$ cat config.mk
export PLATFORM = sky130hd
export DESIGN_NAME = pmx_top
export DESIGN_NICKNAME = d
export VERILOG_FILES = /design/src/hdl/pmx_pkg.sv /design/src/hdl/pmx_pad_cell.sv /design/src/hdl/pmx_top.sv
export SDC_FILE = /design/constraint.sdc
export NUM_CORES = 1
export LEC_CHECK = 0
export ABC_AREA = 1
export BUFFER_PORTS_ARGS = -buffer_cell sky130_fd_sc_hd__clkbuf_2
export CORE_AREA = 2 2 160 162
export DETAILED_ROUTE_END_ITERATION = 7
export DIE_AREA = 0 0 162 164
export GPL_ROUTABILITY_DRIVEN = 0
export GPL_TIMING_DRIVEN = 0
export PLACE_DENSITY = 0.54
export SYNTH_ARGS = -nofsm -noshare
export SYNTH_HDL_FRONTEND = slang
export SYNTH_SLANG_ARGS = --single-unit
$ cat constraint.sdc
create_clock -name clk -period 3.5 [get_ports clk]
set_input_delay 0.175 -clock clk [delete_from_list [all_inputs] [get_ports clk]]
set_output_delay 0.175 -clock clk [all_outputs]
set_load 0.03 [all_outputs]
$ cat src/hdl/pmx_pkg.sv
// package of constants and types for the pad multiplexer
package pmx_pkg;

  // ---------------------------------------------------------------
  // pad set and mux codes
  // ---------------------------------------------------------------
  localparam int PMX_N_PADS = 8;
  localparam int PMX_N_ADC_PADS = 4;
  localparam int PMX_CODE_W = 4;
  localparam int PMX_N_CODES = 16;
  localparam int PMX_PAD_W = 3;
  localparam logic [PMX_CODE_W-1:0] PMX_CODE_GPIO = 4'h0;
  localparam logic [PMX_CODE_W-1:0] PMX_CODE_CAMERA = 4'h4;
  localparam logic [PMX_CODE_W-1:0] PMX_CODE_SERIAL1 = 4'h6;
  localparam logic [PMX_CODE_W-1:0] PMX_CODE_RESET = PMX_CODE_GPIO;
  // pad index 0 is the first analog-capable pad, index 7 the last pad
  localparam logic [PMX_PAD_W-1:0] PMX_PAD_CAMERA_DATA_BIT7 = 3'h1;
  localparam logic [PMX_PAD_W-1:0] PMX_PAD_CAMERA_DATA_BIT6 = 3'h2;

  // ---------------------------------------------------------------
  // legal codes per pad, one bit per code
  // ---------------------------------------------------------------
  localparam logic [PMX_N_PADS-1:0][PMX_N_CODES-1:0] PMX_LEGAL = {
    16'h10c9, 16'h10c1, 16'h2c09, 16'h00f9,
    16'h00d1, 16'h0051, 16'h0051, 16'h00c9
  };

  // ---------------------------------------------------------------
  // timing
  // ---------------------------------------------------------------
  localparam int PMX_CLK_PERIOD_NS = 100;
  localparam int PMX_RTC_SENSE_TIME_NS = 1000;
  localparam int PMX_RTC_SENSE_CYC =
    (PMX_RTC_SENSE_TIME_NS + PMX_CLK_PERIOD_NS - 1) / PMX_CLK_PERIOD_NS;
  localparam int PMX_SENSE_W = 16;
  // edges after release before the filtered crystal pad level is valid
  localparam int PMX_SYNC_SETTLE_CYC = 4;

  // ---------------------------------------------------------------
  // types
  // ---------------------------------------------------------------
  typedef enum logic [1:0] {
    PMX_ACTIVE,
    PMX_SLEEP,
    PMX_HIB
  } pmx_pwr_t;

  typedef enum logic [1:0] {
    PMX_SENSE_WAIT,
    PMX_SENSE_DONE
  } pmx_sense_t;

  typedef struct packed {
    logic out;
    logic oe;
    logic pu;
    logic pd;
  } pmx_pad_ctl_t;

  typedef struct packed {
    logic en;
    logic drive;
    logic level;
    logic pu;
    logic pd;
  } pmx_lp_cfg_t;

  localparam pmx_pad_ctl_t PMX_CTL_HIZ = '{out: 1'b0, oe: 1'b0, pu: 1'b0, pd: 1'b0};

endpackage : pmx_pkg

$ cat src/hdl/pmx_pad_cell.sv
// per-pad selection of drive, enable and pulls
`timescale 1ns/100ps
module pmx_pad_cell
  import pmx_pkg::*;
(
  // power state and selection
  input wire pmx_pwr_t pwr,
  input wire logic [PMX_CODE_W-1:0] code,
  input wire logic analog_sel,
  input wire pmx_lp_cfg_t lp_cfg,
  // function candidates
  input wire logic [PMX_N_CODES-1:0] func_out,
  input wire logic [PMX_N_CODES-1:0] func_oe,
  // resulting pad control
  output pmx_pad_ctl_t ctl
);

  wire pmx_pad_ctl_t active_ctl;
  wire pmx_pad_ctl_t lp_ctl;

  // analog selection takes the digital driver off the pad
  assign active_ctl = analog_sel ? PMX_CTL_HIZ :
    pmx_pad_ctl_t'{out: func_out[code], oe: func_oe[code], pu: 1'b0, pd: 1'b0};
  // low power: hi-z unless software programs input, pull or drive
  assign lp_ctl = lp_cfg.en ?
    pmx_pad_ctl_t'{out: lp_cfg.level, oe: lp_cfg.drive, pu: lp_cfg.pu, pd: lp_cfg.pd} :
    PMX_CTL_HIZ;
  assign ctl = (pwr == PMX_ACTIVE) ? active_ctl : lp_ctl;

endmodule : pmx_pad_cell

$ cat src/hdl/pmx_top.sv
// pad multiplexer with low-power pad states, strap, clock sense and antenna pads
`timescale 1ns/100ps
module pmx_top
  import pmx_pkg::*;
#(
  parameter int RTC_SENSE_CYC = PMX_RTC_SENSE_CYC
) (
  // clock and chip reset
  input wire logic clk,
  input wire logic arst_n,
  // power state
  input wire pmx_pwr_t pwr,
  // mux code writes
  input wire logic mux_wr_en,
  input wire logic [PMX_PAD_W-1:0] mux_wr_pad,
  input wire logic [PMX_CODE_W-1:0] mux_wr_code,
  output logic mux_wr_reject,
  output logic [PMX_N_PADS-1:0][PMX_CODE_W-1:0] mux_code,
  // analog selection per converter pad
  input wire logic [PMX_N_ADC_PADS-1:0] analog_sel,
  output logic [PMX_N_ADC_PADS-1:0] converter_route,
  // low-power overrides per pad
  input wire pmx_lp_cfg_t [PMX_N_PADS-1:0] lp_cfg,
  // functions to pads
  input wire logic [PMX_N_PADS-1:0][PMX_N_CODES-1:0] func_out,
  input wire logic [PMX_N_PADS-1:0][PMX_N_CODES-1:0] func_oe,
  output logic [PMX_N_PADS-1:0] func_in,
  // muxed pads
  input wire logic [PMX_N_PADS-1:0] pad_in,
  output logic [PMX_N_PADS-1:0] pad_out,
  output logic [PMX_N_PADS-1:0] pad_oe,
  output logic [PMX_N_PADS-1:0] pad_pu,
  output logic [PMX_N_PADS-1:0] pad_pd,
  // strap pad for operation mode bit 2
  output logic op_mode_strap_bit2_out,
  output logic op_mode_strap_bit2_oe,
  output logic op_mode_strap_bit2_pd,
  // clock crystal output pad and sense result
  input wire logic rtc_pad_in,
  input wire logic rtc_gpio_out,
  input wire logic rtc_gpio_oe,
  output logic rtc_pad_out,
  output logic rtc_pad_oe,
  output logic ext_rtc_clk_sel,
  output logic rtc_sense_done,
  // antenna select
  input wire logic antenna_choice,
  output logic antenna_select_a,
  output logic antenna_select_b
);

  // ---------------------------------------------------------------
  // elaboration checks
  // ---------------------------------------------------------------
  // a shorter window would latch the filter's reset level, not the pad
  if (RTC_SENSE_CYC <= PMX_SYNC_SETTLE_CYC || RTC_SENSE_CYC >= (1 << PMX_SENSE_W)) begin : g_bad_sense
    $error("pmx_top: RTC_SENSE_CYC out of range");
  end

  // ---------------------------------------------------------------
  // mux code registers
  // ---------------------------------------------------------------
  wire logic wr_legal;
  wire logic wr_take;
  // only documented codes of the addressed pad are accepted
  assign wr_legal = PMX_LEGAL[mux_wr_pad][mux_wr_code];
  assign wr_take = mux_wr_en && wr_legal;

  always_ff @(posedge clk or negedge arst_n) begin
    if (!arst_n) begin
      mux_code <= {PMX_N_PADS{PMX_CODE_RESET}};
      mux_wr_reject <= 1'b0;
    end else begin
      if (wr_take) begin
        mux_code[mux_wr_pad] <= mux_wr_code;
      end
      mux_wr_reject <= mux_wr_en && !wr_legal;
    end
  end

  // ---------------------------------------------------------------
  // per-pad selection, synchronisers and output flops
  // ---------------------------------------------------------------
  for (genvar i = 0; i < PMX_N_PADS; i++) begin : g_pad
    wire pmx_pad_ctl_t next_ctl;
    wire logic pad_analog;
    logic [2:0] sync;

    if (i < PMX_N_ADC_PADS) begin : g_adc
      assign pad_analog = analog_sel[i];
    end else begin : g_dig
      assign pad_analog = 1'b0;
    end

    pmx_pad_cell u_cell (
      .pwr(pwr),
      .code(mux_code[i]),
      .analog_sel(pad_analog),
      .lp_cfg(lp_cfg[i]),
      .func_out(func_out[i]),
      .func_oe(func_oe[i]),
      .ctl(next_ctl)
    );

    // async reset holds the pad hi-z for the whole reset
    always_ff @(posedge clk or negedge arst_n) begin
      if (!arst_n) begin
        pad_out[i] <= PMX_CTL_HIZ.out;
        pad_oe[i] <= PMX_CTL_HIZ.oe;
        pad_pu[i] <= PMX_CTL_HIZ.pu;
        pad_pd[i] <= PMX_CTL_HIZ.pd;
      end else begin
        pad_out[i] <= next_ctl.out;
        pad_oe[i] <= next_ctl.oe;
        pad_pu[i] <= next_ctl.pu;
        pad_pd[i] <= next_ctl.pd;
      end
    end

    // input reaches the function only when the last two stages agree
    always_ff @(posedge clk or negedge arst_n) begin
      if (!arst_n) begin
        sync <= 3'h0;
        func_in[i] <= 1'b0;
      end else begin
        sync <= {sync[1:0], pad_in[i]};
        if (sync[1] == sync[2]) begin
          func_in[i] <= sync[2];
        end
      end
    end
  end

  // ---------------------------------------------------------------
  // converter routing
  // ---------------------------------------------------------------
  wire logic [PMX_N_ADC_PADS-1:0] next_route;
  // routing holds only while active; pad goes to converter instead of digital
  assign next_route = (pwr == PMX_ACTIVE) ? analog_sel : '0;

  always_ff @(posedge clk or negedge arst_n) begin
    if (!arst_n) begin
      converter_route <= '0;
    end else begin
      converter_route <= next_route;
    end
  end

  // ---------------------------------------------------------------
  // operation mode strap pad
  // ---------------------------------------------------------------
  wire logic strap_hib;
  assign strap_hib = (pwr == PMX_HIB);

  // the strap drives high outside hibernate; in hibernate it is released with its pull-down on
  always_ff @(posedge clk or negedge arst_n) begin
    if (!arst_n) begin
      op_mode_strap_bit2_out <= 1'b0;
      op_mode_strap_bit2_oe <= 1'b0;
      op_mode_strap_bit2_pd <= 1'b0;
    end else begin
      op_mode_strap_bit2_out <= !strap_hib;
      op_mode_strap_bit2_oe <= !strap_hib;
      op_mode_strap_bit2_pd <= strap_hib;
    end
  end

  // ---------------------------------------------------------------
  // clock source sensing
  // ---------------------------------------------------------------
  logic [2:0] rtc_sync;
  logic rtc_level;
  logic [PMX_SENSE_W-1:0] sense_cnt;
  pmx_sense_t sense_state;
  wire logic sense_end;
  wire logic rtc_released;

  assign sense_end = (sense_cnt == PMX_SENSE_W'(RTC_SENSE_CYC - 1));
  // the pad is free for digital use only once an external clock was found
  assign rtc_released = (sense_state == PMX_SENSE_DONE) && ext_rtc_clk_sel;

  always_ff @(posedge clk or negedge arst_n) begin
    if (!arst_n) begin
      rtc_sync <= 3'h0;
      rtc_level <= 1'b0;
    end else begin
      rtc_sync <= {rtc_sync[1:0], rtc_pad_in};
      if (rtc_sync[1] == rtc_sync[2]) begin
        rtc_level <= rtc_sync[2];
      end
    end
  end

  // level is sampled after release, so the flop never loads a port under reset
  always_ff @(posedge clk or negedge arst_n) begin
    if (!arst_n) begin
      sense_state <= PMX_SENSE_WAIT;
      sense_cnt <= '0;
      ext_rtc_clk_sel <= 1'b0;
      rtc_sense_done <= 1'b0;
    end else begin
      case (sense_state)
        PMX_SENSE_WAIT: begin
          sense_cnt <= sense_cnt + PMX_SENSE_W'(1);
          if (sense_end) begin
            ext_rtc_clk_sel <= rtc_level;
            rtc_sense_done <= 1'b1;
            sense_state <= PMX_SENSE_DONE;
          end
        end
        PMX_SENSE_DONE: begin
          sense_state <= PMX_SENSE_DONE;
        end
        default: begin
          sense_state <= PMX_SENSE_WAIT;
        end
      endcase
    end
  end

  // released pad drives only; an input use could fake the pull-up
  always_ff @(posedge clk or negedge arst_n) begin
    if (!arst_n) begin
      rtc_pad_out <= 1'b0;
      rtc_pad_oe <= 1'b0;
    end else begin
      rtc_pad_out <= rtc_released && rtc_gpio_out;
      rtc_pad_oe <= rtc_released && rtc_gpio_oe && (pwr == PMX_ACTIVE);
    end
  end

  // ---------------------------------------------------------------
  // antenna select
  // ---------------------------------------------------------------
  // no mux code reaches these pads, they only follow the antenna choice
  always_ff @(posedge clk or negedge arst_n) begin
    if (!arst_n) begin
      antenna_select_a <= 1'b1;
      antenna_select_b <= 1'b0;
    end else begin
      antenna_select_a <= !antenna_choice;
      antenna_select_b <= antenna_choice;
    end
  end

endmodule : pmx_top

==> out/results.ini <==
[logic_synthesis]
ys.flop_type=dfrtp_1
yosys.area.top_type=dfrtp_1
synthArstFlopShare=1.00
synth_top_area_frac=0.429
syn_nets=1393
synth_commonest_cells=nand2_1, nor2_1, dfrtp_1
synth_edf_count=0
synthCells=1063
synth_cell_types=32
yosysMostFrequentCell=nand2_1
synth_area_per_cell_um2=7.08
ys_ff_latch=130
synthTopCellsByArea=dfrtp_1, nand2_1, nor2_1
ys_seq_area_frac=0.433
syn_area_um2=7520
ys_warn_count=0

[clock_network]
htree_levels=4
clkSinkCount=130
insertion_delay_ns=0.42
clk_pin_slew_worst_paths_ns=0.06
post_cts_buffers=0
postCtsResizedCells=0
cts_tree=yes
cts_root_buf=clkbuf_16
cts_buffer_depth=2
cts_buffers=17
hold_buffers=61

[detailed_routing]
dr_wl_met2_mm=13.4
viasPerCell=4.62
first_pass_iters=5
wire_per_inst_um=14.5
drt_wl_total_mm=27.5
drt-met1-wl_mm=11.8
drc=0
drt_iter0_markers=536
routed.top_layer=met4
wl_met3_mm=1.65
via_count=8755
ant_nets=0

[worst_hold_path]
min-delay-start=pwr[1]
min_path_type=input pin to register
holdPathStages=4
hold_end=op_mode_strap_bit2_oe

[floorplan]
die_w_um=162
start_util=0.303
rows=58
fp.coreArea_um2=24800
die-area_um2=26600
die_h_um=164
io_pins=410

[timing]
layout_min_cycle_time_ns=2.27
maxSlewViolCount=0
maxSlewHeadroom=0.474
worstMarginPinSlew_ns=0.789
rsz0062_at_grt=no
setup_viol=0
clock_skew_ns=0.00781
fmax_ghz=0.441
tns_ns=0
period_share=0.647
hold_viol_final=0

[power_and_ir_drop]
leakage_nw=6.00
ir_drop_v=0.000272
power_density_nw_per_um2=492
p_total_mw=5.52

[placed_design]
portBuffers=407
place_inst=1801
place_hpwl_mm=21.5

[setup_path]
cp-start-kind=input pin
required_ns=3.86
crit_fanout=10
r2r-end=pad_out[1]
arrival_ns=2.63
timing.rr.start=mux_code[4]
path_class=input pin to register
reg2reg_depth=8
cp-end-kind=register
cp-startpoint=pwr[0]
reg2reg_slack_ns=1.79

[finish]
antenna_cells=0
syn_to_final_growth_pct=49.1
nNetsFinal=1882
stdcell_count=1895
drive_gt1_frac=0.306

[global_routing]
grt_use_total=0.204
antenna_found_initial=0
grt_overflow_total=0
grt_pass1_vias=8517
grt_pass1_wl_mm=42.9
grt_max_degree=75

[job]
timing.max_cap.violations=0

[status]
outcome=finished, final reports clean

## state kept, by name (all words and copies together) (netlist names), 3 cells and up
register         count
sense_cnt           16
pad_out              8
func_in              8
pad_pu               8
g_pad.sync          24
converter_route      4
pad_oe               8
rtc_sync             3
mux_code            32
pad_pd               8
## cell usage in the layout, fill, tap and decap left out, types with 5 or more instances in the layout
master	instances
o21ai_0	124
dfrtp_1	129
nand4_1	36
inv_6	5
nand3_1	63
buf_2	24
a21oi_1	6
dlygate4sd3_1	62
nand2_1	246
o211ai_1	39
clkbuf_1	18
clkbuf_16	17
maj3_1	9
ha_1	6
nor2_1	242
clkbuf_2	406
inv_1	85
xor2_1	8
## where the power goes
group	total [mW]	internal, mW	switching (mW)
Clock	1.74	0.951	0.787
Sequential	1.80	1.65	0.146
Combinational	1.98	0.711	1.27
Total	5.52	3.31	2.20
## per-layer routing
metal,vias to the layer above,GRT usage
li1,4431,-
met5,-,0
met3,45,0.0490
met4,0,0.0559
met2,318,0.350
met1,3961,0.257
## per-stage QoR
stage	setup slack, ns	hold WS (ns)	area, µm²	utilization
detailed placement	1.20	0.183	10000	0.403
floorplan	1.94	-0.121	7520	-
finish	1.23	0.0129	11200	0.452
global route	0.981	0.00365	11200	0.452
CTS	1.09	0.00120	11200	0.452
global placement	0.0520	0.285	9970	0.402
## cell families (layout without fill, tap and decap cells)
group	Yosys count	in the layout	share of synthesized area
buffers and inverters	137	639	0.0778
AND/OR/NAND/NOR	599	599	0.328
flip-flops	130	130	0.433
AO/OA/AOI/OAI	172	172	0.128
XOR/XNOR	10	10	0.0116
adder cells (fa/ha/maj)	15	15	0.0220
## worst max-delay path by stage
stage                               to  cells after the start
final                       pad_out[3]                      8
after global routing        pad_out[3]                      8
after CTS                   pad_out[3]                      8
after detailed placement    pad_out[3]                      7
after global placement    mux_code[21]                      1
after floorplan             pad_out[4]                      9
## worst max-delay path, cell delays in order
cell	delay, ns
dlygate4sd3_1	0.53
clkbuf_2	0.11
nor2_2	0.29
clkinv_1	0.59
clkbuf_1	0.49
nor2_1	0.28
nand2_1	0.08
nand2_1	0.06
## final cells by class
type                            count  area [µm²]
Inverter                           89         334
Clock buffer                       17         425
Fill cell                        2621       13600
Sequential cell                   130        3250
Multi-Input combinational cell    796        3680
Tap cell                          330         413
Buffer                             48         251
Clock inverter                     15         164
Timing Repair Buffer              470        2690
No activity file was read; power rests on OpenSTA's default activity.
